## src/hdl/stack_marker_pkg.sv

```systemverilog
package stack_marker_pkg;
    localparam int ADDR_WIDTH = 16;
    localparam int DATA_WIDTH = 16;
    localparam int DIRECT_OFFSET_WIDTH = 8;
    localparam int MAX_CACHED = 4;
    localparam int COUNT_WIDTH = 3;
    localparam int MARKER_WORDS = 4;
    localparam logic [1:0] SLOT_INDEX = 2'h0;
    localparam logic [1:0] SLOT_RETURN = 2'h1;
    localparam logic [1:0] SLOT_STATUS = 2'h2;
    localparam logic [1:0] SLOT_DELTA = 2'h3;
    localparam logic [2:0] COUNT_RESET = 3'h0;

    typedef enum logic [2:0] {
        ST_IDLE = 3'b000,
        ST_FLUSH = 3'b001,
        ST_CALL = 3'b010,
        ST_EXIT_READ = 3'b011,
        ST_EXIT_TAKE = 3'b100,
        ST_GLOBAL = 3'b101
    } state_e;
endpackage

```

## src/hdl/procedure_stack_marker.sv

```systemverilog
`timescale 1ns/10ps
`default_nettype none
module procedure_stack_marker #(
    parameter int ADDR_W = stack_marker_pkg::ADDR_WIDTH,
    parameter int DATA_W = stack_marker_pkg::DATA_WIDTH
) (
    input wire logic clk,
    input wire logic srst,
    input wire logic frame_load,
    input wire logic [ADDR_W-1:0] frame_load_value,
    input wire logic [ADDR_W-1:0] data_base_pointer,
    input wire logic [ADDR_W-1:0] stack_limit,
    input wire logic [ADDR_W-1:0] code_base,
    input wire logic [ADDR_W-1:0] program_counter,
    input wire logic [DATA_W-1:0] index_reg,
    input wire logic [DATA_W-1:0] status_word,
    input wire logic push_req,
    input wire logic [DATA_W-1:0] push_data,
    input wire logic procedure_call,
    input wire logic procedure_exit,
    input wire logic [ADDR_W-1:0] exit_discard,
    input wire logic global_rd_req,
    input wire logic [stack_marker_pkg::DIRECT_OFFSET_WIDTH-1:0] global_offset,
    input wire logic [DATA_W-1:0] mem_rdata,
    output logic mem_wr,
    output logic mem_rd,
    output logic [ADDR_W-1:0] mem_addr,
    output logic [DATA_W-1:0] mem_wdata,
    output logic [ADDR_W-1:0] frame_pointer,
    output logic [ADDR_W-1:0] memory_stack_top,
    output logic [stack_marker_pkg::COUNT_WIDTH-1:0] cached_word_count,
    output logic [ADDR_W-1:0] stack_top,
    output logic busy,
    output logic done,
    output logic overflow_int,
    output logic restore_valid,
    output logic [DATA_W-1:0] restored_index,
    output logic [ADDR_W-1:0] restored_pc,
    output logic [DATA_W-1:0] restored_status,
    output logic global_valid,
    output logic [DATA_W-1:0] global_data
);
    typedef struct packed {
        stack_marker_pkg::state_e state;
        logic [1:0] step;
        logic [stack_marker_pkg::COUNT_WIDTH-1:0] count;
        logic [stack_marker_pkg::MAX_CACHED-1:0][DATA_W-1:0] cache;
        logic [ADDR_W-1:0] smt;
        logic [ADDR_W-1:0] fp;
        logic [ADDR_W-1:0] base;
        logic [ADDR_W-1:0] discard;
        logic [ADDR_W-1:0] top;
        logic mem_wr;
        logic mem_rd;
        logic [ADDR_W-1:0] mem_addr;
        logic [DATA_W-1:0] mem_wdata;
        logic busy;
        logic done;
        logic overflow;
        logic restore_valid;
        logic [DATA_W-1:0] r_index;
        logic [ADDR_W-1:0] r_pc;
        logic [DATA_W-1:0] r_status;
        logic global_valid;
        logic [DATA_W-1:0] global_data;
    } state_s;

    state_s s_reg;
    state_s s_next;

    // marker word for one call slot; delta is the unsigned distance back
    function automatic logic [DATA_W-1:0] marker_word(input logic [1:0] slot, input logic [ADDR_W-1:0] slot_addr,
            input logic [ADDR_W-1:0] old_fp);
        logic [ADDR_W-1:0] ret;
        ret = program_counter + ADDR_W'(1) - code_base;
        case (slot)
            stack_marker_pkg::SLOT_INDEX: marker_word = index_reg;
            stack_marker_pkg::SLOT_RETURN: marker_word = DATA_W'(ret);
            stack_marker_pkg::SLOT_STATUS: marker_word = status_word;
            default: marker_word = DATA_W'(slot_addr - old_fp);
        endcase
    endfunction

    // widened sum so a wrap past the top of memory still counts as overflow
    function automatic logic past_limit(input logic [ADDR_W-1:0] from, input logic [ADDR_W:0] adv);
        past_limit = ({1'b0, from} + adv) > {1'b0, stack_limit};
    endfunction

    always_comb begin
        s_next = s_reg;
        s_next.mem_wr = 1'b0;
        s_next.mem_rd = 1'b0;
        s_next.done = 1'b0;
        s_next.overflow = 1'b0;
        s_next.restore_valid = 1'b0;
        s_next.global_valid = 1'b0;
        case (s_reg.state)
            stack_marker_pkg::ST_IDLE: begin
                if (frame_load) begin
                    // os places both pointers just past the globals
                    s_next.fp = frame_load_value;
                    s_next.smt = frame_load_value;
                    s_next.count = stack_marker_pkg::COUNT_RESET;
                end else if (procedure_call) begin
                    // flush plus marker checked up front so nothing half-completes
                    if (past_limit(s_reg.smt, (ADDR_W+1)'(s_reg.count) +
                            (ADDR_W+1)'(stack_marker_pkg::MARKER_WORDS))) begin
                        s_next.overflow = 1'b1;
                        s_next.done = 1'b1;
                    end else begin
                        s_next.step = 2'h0;
                        s_next.state = (s_reg.count != stack_marker_pkg::COUNT_RESET) ?
                            stack_marker_pkg::ST_FLUSH : stack_marker_pkg::ST_CALL;
                    end
                end else if (procedure_exit) begin
                    s_next.smt = s_reg.fp;
                    s_next.count = stack_marker_pkg::COUNT_RESET;
                    s_next.base = s_reg.fp;
                    s_next.discard = exit_discard;
                    s_next.step = 2'h0;
                    s_next.state = stack_marker_pkg::ST_EXIT_READ;
                end else if (global_rd_req) begin
                    // eight-bit offset cannot reach past the primary area
                    s_next.mem_rd = 1'b1;
                    s_next.mem_addr = data_base_pointer + ADDR_W'(global_offset);
                    s_next.state = stack_marker_pkg::ST_GLOBAL;
                end else if (push_req && s_reg.count < stack_marker_pkg::COUNT_WIDTH'(stack_marker_pkg::MAX_CACHED)) begin
                    s_next.cache[s_reg.count[1:0]] = push_data;
                    s_next.count = s_reg.count + 3'h1;
                end
            end
            stack_marker_pkg::ST_FLUSH: begin
                s_next.mem_wr = 1'b1;
                s_next.mem_addr = s_reg.smt + ADDR_W'(1);
                s_next.mem_wdata = s_reg.cache[0];
                for (int i = 0; i < stack_marker_pkg::MAX_CACHED - 1; i++) begin
                    s_next.cache[i] = s_reg.cache[i+1];
                end
                s_next.smt = s_reg.smt + ADDR_W'(1);
                s_next.count = s_reg.count - 3'h1;
                if (s_reg.count == 3'h1) begin
                    s_next.state = stack_marker_pkg::ST_CALL;
                end
            end
            stack_marker_pkg::ST_CALL: begin
                s_next.mem_wr = 1'b1;
                s_next.mem_addr = s_reg.smt + ADDR_W'(1);
                s_next.mem_wdata = marker_word(s_reg.step, s_reg.smt + ADDR_W'(1), s_reg.fp);
                s_next.smt = s_reg.smt + ADDR_W'(1);
                s_next.step = s_reg.step + 2'h1;
                if (s_reg.step == stack_marker_pkg::SLOT_DELTA) begin
                    s_next.fp = s_reg.smt + ADDR_W'(1);
                    s_next.done = 1'b1;
                    s_next.state = stack_marker_pkg::ST_IDLE;
                end
            end
            stack_marker_pkg::ST_EXIT_READ: begin
                s_next.mem_rd = 1'b1;
                s_next.mem_addr = s_reg.base - ADDR_W'(s_reg.step);
                s_next.state = stack_marker_pkg::ST_EXIT_TAKE;
            end
            stack_marker_pkg::ST_EXIT_TAKE: begin
                // walk down the marker: delta, status, return, index
                s_next.smt = s_reg.base - ADDR_W'(s_reg.step) - ADDR_W'(1);
                s_next.step = s_reg.step + 2'h1;
                s_next.state = stack_marker_pkg::ST_EXIT_READ;
                case (s_reg.step)
                    2'h0: s_next.fp = s_reg.base - ADDR_W'(mem_rdata);
                    2'h1: s_next.r_status = mem_rdata;
                    2'h2: s_next.r_pc = code_base + ADDR_W'(mem_rdata);
                    default: begin
                        s_next.r_index = mem_rdata;
                        s_next.restore_valid = 1'b1;
                        s_next.done = 1'b1;
                        // result words stay because the caller picks the discard
                        s_next.smt = s_reg.base - ADDR_W'(stack_marker_pkg::MARKER_WORDS) - s_reg.discard;
                        s_next.state = stack_marker_pkg::ST_IDLE;
                    end
                endcase
            end
            stack_marker_pkg::ST_GLOBAL: begin
                s_next.global_data = mem_rdata;
                s_next.global_valid = 1'b1;
                s_next.state = stack_marker_pkg::ST_IDLE;
            end
            default: begin
                s_next.state = stack_marker_pkg::ST_IDLE;
            end
        endcase
        s_next.top = s_next.smt + ADDR_W'(s_next.count);
        s_next.busy = (s_next.state != stack_marker_pkg::ST_IDLE);
    end

    always_ff @(posedge clk) begin
        if (srst) begin
            s_reg <= '0;
        end else begin
            s_reg <= s_next;
        end
    end

    assign mem_wr = s_reg.mem_wr;
    assign mem_rd = s_reg.mem_rd;
    assign mem_addr = s_reg.mem_addr;
    assign mem_wdata = s_reg.mem_wdata;
    assign frame_pointer = s_reg.fp;
    assign memory_stack_top = s_reg.smt;
    assign cached_word_count = s_reg.count;
    assign stack_top = s_reg.top;
    assign busy = s_reg.busy;
    assign done = s_reg.done;
    assign overflow_int = s_reg.overflow;
    assign restore_valid = s_reg.restore_valid;
    assign restored_index = s_reg.r_index;
    assign restored_pc = s_reg.r_pc;
    assign restored_status = s_reg.r_status;
    assign global_valid = s_reg.global_valid;
    assign global_data = s_reg.global_data;

    logic call_go;
    assign call_go = !s_reg.busy && !frame_load && procedure_call;
endmodule
`default_nettype wire

```

## config.mk

```make
export PLATFORM = sky130hd
export DESIGN_NAME = procedure_stack_marker
export DESIGN_NICKNAME = d
export VERILOG_FILES = /design/src/hdl/stack_marker_pkg.sv /design/src/hdl/procedure_stack_marker.sv
export SDC_FILE = /design/constraint.sdc
export NUM_CORES = 1
export LEC_CHECK = 0
export BUFFER_PORTS_ARGS = -buffer_cell sky130_fd_sc_hd__buf_2
export CORE_UTILIZATION = 50
export DETAILED_ROUTE_END_ITERATION = 10
export PLACE_DENSITY = 0.75
export SYNTH_ARGS = -nofsm -noshare
export SYNTH_HDL_FRONTEND = slang
export SYNTH_SLANG_ARGS = --single-unit
```

## constraint.sdc

```tcl
create_clock -name clk -period 4.2 [get_ports clk]
set_input_delay 1.05 -clock clk [delete_from_list [all_inputs] [get_ports clk]]
set_output_delay 1.05 -clock clk [all_outputs]
set_load 0.005 [all_outputs]
```

==> results of run 1 <==
## cell usage after synthesis, types with 6 or more instances
library cell,number,area share
a2111oi_0,8,0.0038
a211oi_1,86,0.035
a21o_1,26,0.010
a21oi_1,262,0.070
a221o_1,11,0.0059
a221oi_1,20,0.0094
a222oi_1,11,0.0059
a22oi_1,14,0.0056
a311oi_1,16,0.0075
a31oi_1,13,0.0044
and2_1,12,0.0040
and3_1,18,0.0060
buf_1,7,0.0014
buf_2,19,0.0051
buf_4,147,0.059
clkbuf_1,110,0.022
dfxtp_1,255,0.27
fa_1,9,0.0097
ha_1,149,0.10
inv_1,141,0.028
mux2i_1,8,0.0043
nand2_1,342,0.069
nand2b_1,8,0.0027
nand3_1,53,0.014
nand3b_1,6,0.0024
nand4_1,19,0.0064
nor2_1,272,0.055
nor2b_1,35,0.012
nor3_1,59,0.016
nor4_1,8,0.0027
o2111ai_1,7,0.0033
o211ai_1,9,0.0036
o21a_1,14,0.0056
o21ai_0,47,0.013
o21bai_1,8,0.0032
o22ai_1,10,0.0034
o31ai_1,9,0.0036
or2_2,8,0.0027
or3_1,15,0.0050
xnor2_1,80,0.038
xor2_1,50,0.023
## cell type report
cell class,instances,share of cell area
antenna,1,0.000117
clock buffer,35,0.0373
clock inverter,18,0.00818
inverter,143,0.0251
multi-input combinational,1809,0.540
sequential,255,0.238
tap,468,0.0273
timing repair buffer,457,0.123
## metrics by stage
stage | hold slack, ns | std cells | total power, mW | area, um2
finish | 0.447 | 3186 | 13.4 | 21400
global route | 0.470 | 3185 | 14.2 | 21400
CTS | 0.448 | 3178 | 13.1 | 21200
detailed placement | 0.440 | 3125 | 10.5 | 20200
global placement | 0.438 | 3125 | 10.4 | 20200
floorplan | 0.432 | 2492 | 8.24 | 18700
## power breakdown
part,internal (mW),switching (mW)
clock,1.49,1.13
sequential,2.93,0.420
combinational,3.00,4.45
total,7.41,6.00
## how the worst max path moves through the flow
stage                          to  slack [ns]  cells past startpoint
floorplan           stack_top[15]       0.002                     15
global placement    stack_top[15]       -0.05                     14
detailed placement  stack_top[15]       -0.22                     15
CTS                 stack_top[14]        0.04                     17
global route                 busy       -0.01                     20
finish              stack_top[14]        0.14                     17
## what timing repair did
| item | 4_1_cts | 5_1_grt |
|---|---|---|
| resized for setup | 5 | 39 |
| endpoints found under the hold margin | 0 | 0 |
| setup endpoints to repair | 2 | 8 |
| pin swaps | 0 | 20 |
| buffers inserted | 0 | 7 |
## logic make-up after synthesis
family          count (synthesis)
xor+xnor                      130
fa+ha+maj                     158
compound gates                617
buf+inv                       428
mux                            11
flops                         255
simple gates                  893
## cell usage in the layout, fill, tap and decap left out, types with 49 or more instances in the layout
cell      count
a211oi_1     86
dfxtp_1     252
nand2_1     342
inv_1       140
a21oi_1     258
nor2_1      265
nor3_1       57
xor2_1       49
nand3_1      52
xnor2_1      79
ha_1        145
buf_4       126
buf_2       327
## worst register-to-register path: stages, from the launching register on
cell	delay [ns]
dfxtp_2	0.33
inv_2	0.05
buf_4	0.14
ha_1	0.17
inv_1	0.06
ha_2	0.17
inv_1	0.05
fa_1	0.52
nor2_2	0.06
a21oi_2	0.15
nand4_1	0.26
ha_4	0.39
a21oi_1	0.08
nor2_2	0.15
or4b_4	0.50
or3_4	0.37
nor3_4	0.20
mux2_4	0.33
## per-layer routing
metal	track usage	wire length, um	up-vias
li1	-	-	8943
met1	0.457	28500	8792
met2	0.522	28800	880
met3	0.0442	5400	153
met4	0.134	2850	0
met5	0	0	-
==> impl_metrics.csv, run 1 <==
group,metric,value,unit
status,status,"finished clean",
global_routing,antenna_found_initial,2,
power,cellPowerDensity,626,mW/mm2
worst_setup_path,cp.arrival,4.53,ns
clocking,clkSlewWorstSetupHoldPaths,0.06,ns
global_routing,grt_pass1_wl,99.5,mm
flow_run,drv_cap,0,
synthesis,synth_enable_flop_cells,0,
sta,fin_crit_sh,0.966,
synthesis,synthMuxAreaShare,0.00610,
cells_and_area,final_net_count,3028,
detailed_routing,drc,0,
synthesis,synthXorXnorAreaFrac,0.0610,
placement,dp_hpwl,51.0,mm
synthesis,syn-num-nets,2825,
global_routing,grtUsageTotal,0.332,
die,start_util,0.508,
detailed_routing,dr.pass1.iters,6,
worst_setup_path,cp_top_family,"simple AND/OR/NAND/NOR gates",
worst_setup_path,cp-start-kind,"register",
min_path,hp-class,"reg -> reg",
die,die_w,195,um
worst_setup_path,end_kind,"register",
cells_and_area,drive_above_1_share,0.216,
worst_setup_path,reg2reg_slack,0.14,ns
synthesis,synth_compound_area_frac,0.215,
cells_and_area,final.fill_count,3431,
die,core,0.0367,mm2
synthesis,syn_inst,2492,
detailed_routing,wirelength,65.5,mm
min_path,holdPathEnd,"restored_pc[5]",
detailed_routing,num_vias,18800,
sta,finalClockSkew,0.0259,ns
placement,dp_slack,-0.218,ns
worst_setup_path,critPathSlowestCell,"fa_1",
synthesis,synthAdderAreaFrac,0.110,
worst_setup_path,cp.buffers_inverters,4,
worst_setup_path,cp_cell_sequence,"inv_2 > buf_4 > ha_1 > inv_1 > ha_2 > inv_1 > fa_1 > nor2_2 > a21oi_2 > nand4_1 > ha_4 > a21oi_1 > nor2_2 > or4b_4 > or3_4 > nor3_4 > mux2_4",
worst_setup_path,max_stage_delay,0.52,ns
worst_setup_path,worstSetupStartpoint,"s_reg[135]",
sta,worst_slew_pin_slew,1.13,ns
worst_setup_path,worst-setup-path-type,"reg -> reg",
sta,hold_viol,0,
clocking,clockBufferDepth,3,
synthesis,ys_ff_latch,255,
synthesis,synth_ff_type,"dfxtp_1",
worst_setup_path,reg2reg_depth,17,
cells_and_area,synthToLayoutAreaGrowth,14.8,%
synthesis,synthesis.area,0.0187,mm2
die,io_pins,329,
detailed_routing,drtIter0Drc,1686,
worst_setup_path,r2r-start,"s_reg[135]",
worst_setup_path,required,4.67,ns
clocking,cts_tree,"done",
sta,setup_viol,0,
synthesis,synth_seq_area_share,0.274,
cells_and_area,seq_area,0.00511,mm2
sta,slew_headroom,0.246,
global_routing,overflow,0,
worst_setup_path,crit_fanout,3,
clocking,root_buffer,"clkbuf_16",
placement,place_congestion,0.994,
sta,maxSlewViolCount,0,
synthesis,async_flop_share,0,
detailed_routing,drtAntennaViolNets,0,
global_routing,grt_max_degree,109,
sta,finalSetupTns,0,ns
detailed_routing,wire_per_inst,20.6,um
synthesis,synth-simple-area-share,0.217,
clocking,clk_latency,0.59,ns
clocking,numCtsBuffers,29,
clocking,cts_sinks,255,
sta,period_minus_slack,4.06,ns
power,leakage,9.53,nW
synthesis,syn_area_per_cell,7.49,um2
die,fp.dieH,195,um
power,ir_drop,0.467,mV
clocking,postCtsHoldBufs,0,
die,rows,70,
synthesis,yosysWarnings,0,
sta,fmax,0.246,GHz
detailed_routing,vias_per_cell,5.89,
cells_and_area,fin_util,0.584,
cells_and_area,largest_register_ffs,101,
placement,io_buffers,328,
synthesis,synth_top_family_by_area,"simple AND/OR/NAND/NOR gates",
global_routing,grt_pass1_vias,17400,
sta,setup_ws,0.142,ns
die,die-area,0.0381,mm2
cells_and_area,multiInputGateArea,0.0116,mm2
worst_setup_path,reg2reg_to,"stack_top[14]",
synthesis,yosysUniqueCellTypes,86,
clocking,h-tree-depth,1,
min_path,min_from,"restored_pc[5]",
min_path,min_path_cells,2,
(Power assumes the default switching activity.)
==> inputs of run 2 (changes only) <==
--- a/config.mk
+++ b/config.mk
@@ -8,7 +8,7 @@
 export BUFFER_PORTS_ARGS = -buffer_cell sky130_fd_sc_hd__buf_2
 export CORE_UTILIZATION = 50
 export DETAILED_ROUTE_END_ITERATION = 10
-export PLACE_DENSITY = 0.75
+export PLACE_DENSITY_LB_ADDON = 0.12
 export SYNTH_ARGS = -nofsm -noshare
 export SYNTH_HDL_FRONTEND = slang
 export SYNTH_SLANG_ARGS = --single-unit
==> impl_metrics.csv, run 2 (synthesized netlist as in run 1, its figures left out) <==
group,metric,value,unit
placement,place_inst,3134,
sta,hold_viol,0,
clocking,cts_tree,"done",
die,die_w,195,um
detailed_routing,vias_per_cell,5.81,
die,fp.dieH,195,um
worst_setup_path,max_stage_delay,0.52,ns
worst_setup_path,cp.arrival,4.57,ns
die,io_pins,329,
sta,fin_crit_sh,0.980,
power,leakage,9.64,nW
worst_setup_path,end_kind,"register",
sta,worst_slew_pin_slew,1.14,ns
cells_and_area,final_cell_mix,"342 x nand2_1, 327 x buf_2, 268 x nor2_1, 259 x a21oi_1, 255 x dfxtp_1",
cells_and_area,design_area,0.0216,mm2
clocking,h-tree-depth,2,
cells_and_area,final_common_cell,"nand2_1",
cells_and_area,drive_above_1_share,0.213,
global_routing,grt_max_degree,97,
cells_and_area,largest_register_ffs,101,
min_path,holdPathEnd,"restored_pc[3]",
worst_setup_path,crit_fanout,5,
detailed_routing,num_vias,18600,
worst_setup_path,cp.buffers_inverters,4,
sta,finalClockSkew,0.0204,ns
worst_setup_path,cp_top_family,"simple AND/OR/NAND/NOR gates",
worst_setup_path,cp_cell_sequence,"inv_1 > ha_1 > inv_1 > fa_1 > inv_1 > ha_2 > xnor2_1 > a22oi_1 > nand4_1 > ha_4 > a21oi_1 > nor2_1 > or4b_4 > or4_4 > buf_4 > o22a_1 > nor3_1",
worst_setup_path,critPathSlowestCell,"fa_1",
detailed_routing,drtIter0Drc,1555,
global_routing,antenna_found_initial,4,
cells_and_area,stdcell_count,3199,
power,cellPowerDensity,645,mW/mm2
min_path,hp-class,"reg -> reg",
worst_setup_path,required,4.65,ns
global_routing,grt_pass1_wl,100,mm
global_routing,grtUsageTotal,0.339,
worst_setup_path,reg2reg_slack,0.08,ns
worst_setup_path,reg2reg_depth,17,
clocking,clockBufferDepth,3,
worst_setup_path,worst-setup-path-type,"reg -> reg",
clocking,numCtsBuffers,34,
sta,setup_viol,0,
power,ir_drop,0.453,mV
detailed_routing,drc,0,
clocking,cts_sinks,255,
sta,period_minus_slack,4.12,ns
cells_and_area,synthToLayoutAreaGrowth,15.8,%
sta,maxSlewViolCount,0,
placement,dp_hpwl,51.6,mm
sta,fmax,0.243,GHz
cells_and_area,seq_area,0.00510,mm2
detailed_routing,wirelength,66.0,mm
cells_and_area,final.fill_count,3547,
placement,place_congestion,0.988,
cells_and_area,final_net_count,3037,
clocking,postCtsHoldBufs,0,
clocking,root_buffer,"clkbuf_16",
placement,io_buffers,328,
die,die-area,0.0381,mm2
die,start_util,0.508,
clocking,clk_latency,0.54,ns
detailed_routing,dr.pass1.iters,7,
status,status,"finished clean",
die,core,0.0367,mm2
sta,slew_headroom,0.236,
detailed_routing,wire_per_inst,20.6,um
detailed_routing,drtAntennaViolNets,0,
worst_setup_path,cp-start-kind,"register",
worst_setup_path,reg2reg_to,"stack_top[15]",
flow_run,drv_cap,0,
worst_setup_path,cp_common_cell,"inv_1",
worst_setup_path,r2r-start,"s_reg[135]",
cells_and_area,multiInputGateArea,0.0115,mm2
clocking,clkSlewWorstSetupHoldPaths,0.06,ns
die,rows,70,
placement,placed_area,0.0203,mm2
global_routing,overflow,0,
global_routing,grt_pass1_vias,17400,
min_path,min_path_cells,2,
min_path,min_from,"restored_pc[3]",
-- run 2: changes by cell type in the layout (fill, tap and decap cells not counted), sizes merged, moves of 2 or more --
cell / delta
clkbuf: +12
clkinv: -8
buf: +4
bufinv: +3
diode: +3
inv: -2
-- run 2: worst reg2reg max path: cells and delay by family (launching register included) --
kind,cells,cell delay (ns)
buffers and inverters,4,0.38
xor gates and xnor gates,1,0.14
and+or+nand+nor,5,1.48
adders and majority gates,4,1.32
AOI/OAI and AO/OA,3,0.39
DFF,1,0.31
-- run 2: timing repair --
action,CTS,global route
setup buffers,0,2
pin swaps,0,4
setup endpoints to repair,1,8
resized for setup,2,19
-- run 2: layer usage --
metal | share of wire | vias to the layer above | track usage
met5 | 0.0012 | - | 0.0140
met4 | 0.041 | 2 | 0.149
met3 | 0.086 | 138 | 0.0644
met2 | 0.44 | 827 | 0.516
met1 | 0.44 | 8666 | 0.465
li1 | - | 8969 | -
-- run 2: worst max-delay path by stage --
stage / from / endpoint / slack (ns) / cells past startpoint
CTS: memory_stack_top[2] / s_reg[251] / 0.007 / 20
global placement: code_base[1] / mem_wdata[15] / -0.007 / 15
floorplan: frame_load / stack_top[15] / 0.002 / 15
finish: s_reg[135] / stack_top[15] / 0.08 / 17
detailed placement: code_base[1] / mem_wdata[15] / -0.13 / 15
global route: s_reg[135] / stack_top[14] / -0.04 / 16
-- run 2: layout make-up --
type / instances / area share
multi-input combinational: 1809 / 0.532
sequential: 255 / 0.236
timing repair buffer: 461 / 0.123
clock buffer: 47 / 0.0477
tap: 468 / 0.0271
inverter: 143 / 0.0248
clock inverter: 12 / 0.00909
antenna: 4 / 0.000463
-- run 2: stage by stage --
stage	hold slack [ns]	TNS (ns)	utilization	power (mW)	worst slack, ns
finish	0.447	0	0.589	13.9	0.0842
detailed placement	0.443	-0.337	0.552	10.5	-0.130
CTS	0.451	0	0.586	13.8	0.00691
global route	0.466	-0.0666	0.589	14.8	-0.0391
floorplan	0.432	0	-	8.24	0.00242
global placement	0.438	-0.0127	0.552	10.5	-0.00719
-- run 2: power breakdown --
group | internal, mW | switching [mW] | total [mW]
logic | 3.00 | 4.39 | 7.39
registers | 2.93 | 0.458 | 3.39
clock network | 2.02 | 1.15 | 3.17
==> inputs of run 3 (changes only) <==
--- a/config.mk
+++ b/config.mk
@@ -8,7 +8,8 @@
 export BUFFER_PORTS_ARGS = -buffer_cell sky130_fd_sc_hd__buf_2
 export CORE_UTILIZATION = 50
 export DETAILED_ROUTE_END_ITERATION = 10
-export PLACE_DENSITY_LB_ADDON = 0.12
+export PLACE_DENSITY = 0.75
+export REMOVE_ABC_BUFFERS = 1
 export SYNTH_ARGS = -nofsm -noshare
 export SYNTH_HDL_FRONTEND = slang
 export SYNTH_SLANG_ARGS = --single-unit
==> impl_metrics.csv, run 3 (synthesized netlist as in run 1, its figures left out) <==
group,metric,value,unit
clocking,cts_sinks,255,
cells_and_area,drive_above_1_share,0.214,
worst_setup_path,r2r-start,"s_reg[135]",
worst_setup_path,required,4.71,ns
power,cellPowerDensity,638,mW/mm2
die,io_pins,329,
clocking,clkSlewWorstSetupHoldPaths,0.06,ns
placement,placed_area,0.0202,mm2
die,rows,70,
cells_and_area,stdcell_count,3188,
cells_and_area,design_area,0.0215,mm2
power,leakage,9.54,nW
detailed_routing,num_vias,18900,
global_routing,grt_max_degree,99,
clocking,clk_latency,0.60,ns
worst_setup_path,cp.arrival,4.66,ns
global_routing,antenna_found_initial,2,
global_routing,overflow,0,
min_path,min_from,"restored_status[10]",
worst_setup_path,cp-start-kind,"register",
sta,setup_ws,0.0422,ns
global_routing,grt_pass1_vias,17900,
clocking,h-tree-depth,1,
sta,slew_headroom,0.237,
sta,fin_crit_sh,0.990,
detailed_routing,drtIter0Drc,1915,
detailed_routing,drc,0,
clocking,clockBufferDepth,3,
placement,place_inst,3127,
sta,period_minus_slack,4.16,ns
sta,setup_viol,0,
die,fp.dieH,195,um
worst_setup_path,end_kind,"register",
cells_and_area,largest_register_ffs,101,
worst_setup_path,worstSetupStartpoint,"s_reg[135]",
die,start_util,0.508,
placement,dp_hpwl,50.7,mm
sta,maxSlewViolCount,0,
cells_and_area,synthToLayoutAreaGrowth,15.2,%
min_path,hp-class,"reg -> reg",
worst_setup_path,worst-setup-path-type,"reg -> reg",
sta,finalClockSkew,0.0152,ns
sta,fmax,0.241,GHz
clocking,root_buffer,"clkbuf_16",
cells_and_area,final.fill_count,3379,
detailed_routing,wirelength,66.0,mm
power,ir_drop,0.516,mV
status,status,"finished clean",
detailed_routing,wire_per_inst,20.7,um
sta,rsz0062_at_grt,"yes",
die,core,0.0367,mm2
clocking,cts_tree,"done",
power,p_total,13.7,mW
sta,worst_slew_pin_slew,1.14,ns
clocking,numCtsBuffers,30,
die,die_w,195,um
cells_and_area,fin_util,0.586,
flow_run,drv_cap,0,
cells_and_area,final_common_cell,"nand2_1",
detailed_routing,dr.pass1.iters,6,
cells_and_area,final_net_count,3028,
cells_and_area,final_cell_mix,"342 x nand2_1, 327 x buf_2, 269 x nor2_1, 258 x a21oi_1, 255 x dfxtp_1",
detailed_routing,vias_per_cell,5.93,
detailed_routing,drtAntennaViolNets,0,
placement,io_buffers,328,
clocking,postCtsHoldBufs,0,
sta,hold_viol,0,
global_routing,grtUsageTotal,0.336,
placement,dp_slack,-0.234,ns
placement,place_congestion,0.992,
worst_setup_path,crit_fanout,5,
global_routing,grt_pass1_wl,101,mm
die,die-area,0.0381,mm2
run 3: cell count changes in the layout (fill, tap and decap cells not counted), moves of 3 or more:
cell	delta
buf_4	-5
clkinv_2	+3
clkbuf_16	-5
clkbuf_8	-9
diode_2	-3
clkinvlp_4	+3
run 3: cell type report:
type	instances	area (um2)	area share
Multi-Input combinational cell	1809	11500	0.536
Sequential cell	255	5100	0.238
Timing Repair Buffer	456	2620	0.122
Clock buffer	32	778	0.0362
Tap cell	468	586	0.0273
Inverter	143	537	0.0250
Clock inverter	24	332	0.0154
Antenna cell	1	2.50	0.000116
run 3: path summary, 6_finish.rpt:
path | end | slack, ns | cells after the start
setup / recovery | stack_top[15] | 0.04 | 17
hold / removal | restored_status[10] | 0.45 | 2
setup reg to reg | stack_top[15] | 0.04 | 17
hold reg to reg | restored_status[10] | 0.45 | 2
run 3: routing by layer:
metal / track usage / up-vias / wire length, um
met5: 0 / - / 13
met4: 0.123 / 2 / 2560
met3: 0.0592 / 161 / 5810
met1: 0.452 / 8856 / 28200
li1: - / 8922 / -
met2: 0.535 / 950 / 29400
run 3: metrics by stage:
stage / hold WS (ns) / setup TNS [ns]
global route: 0.473 / -0.209
CTS: 0.451 / 0
floorplan: 0.430 / -10.43
global placement: 0.438 / -0.352
detailed placement: 0.444 / -0.870
finish: 0.452 / 0
run 3: critical path, stage by stage (launching register included):
cell and delay (ns):
dfxtp_1 0.31, inv_1 0.11, ha_2 0.21, inv_1 0.05, fa_2 0.54, inv_1 0.05
ha_2 0.21, xnor2_1 0.16, a22oi_1 0.19, nand4_1 0.24, ha_4 0.36, a21oi_1 0.07
nor2_1 0.16, or4b_4 0.49, or4_4 0.43, buf_4 0.16, o22a_1 0.15, nor3_1 0.15
run 3: timing repair:
item                       CTS  global route
pin swaps                    1            11
hold endpoints to repair     0             0
setup buffers                0             4
resized for setup            5            29
setup endpoints to repair    3             8
run 3: power by group:
group | switching [mW] | internal (mW)
registers | 0.407 | 2.93
logic | 4.48 | 2.96
clock network | 1.20 | 1.73
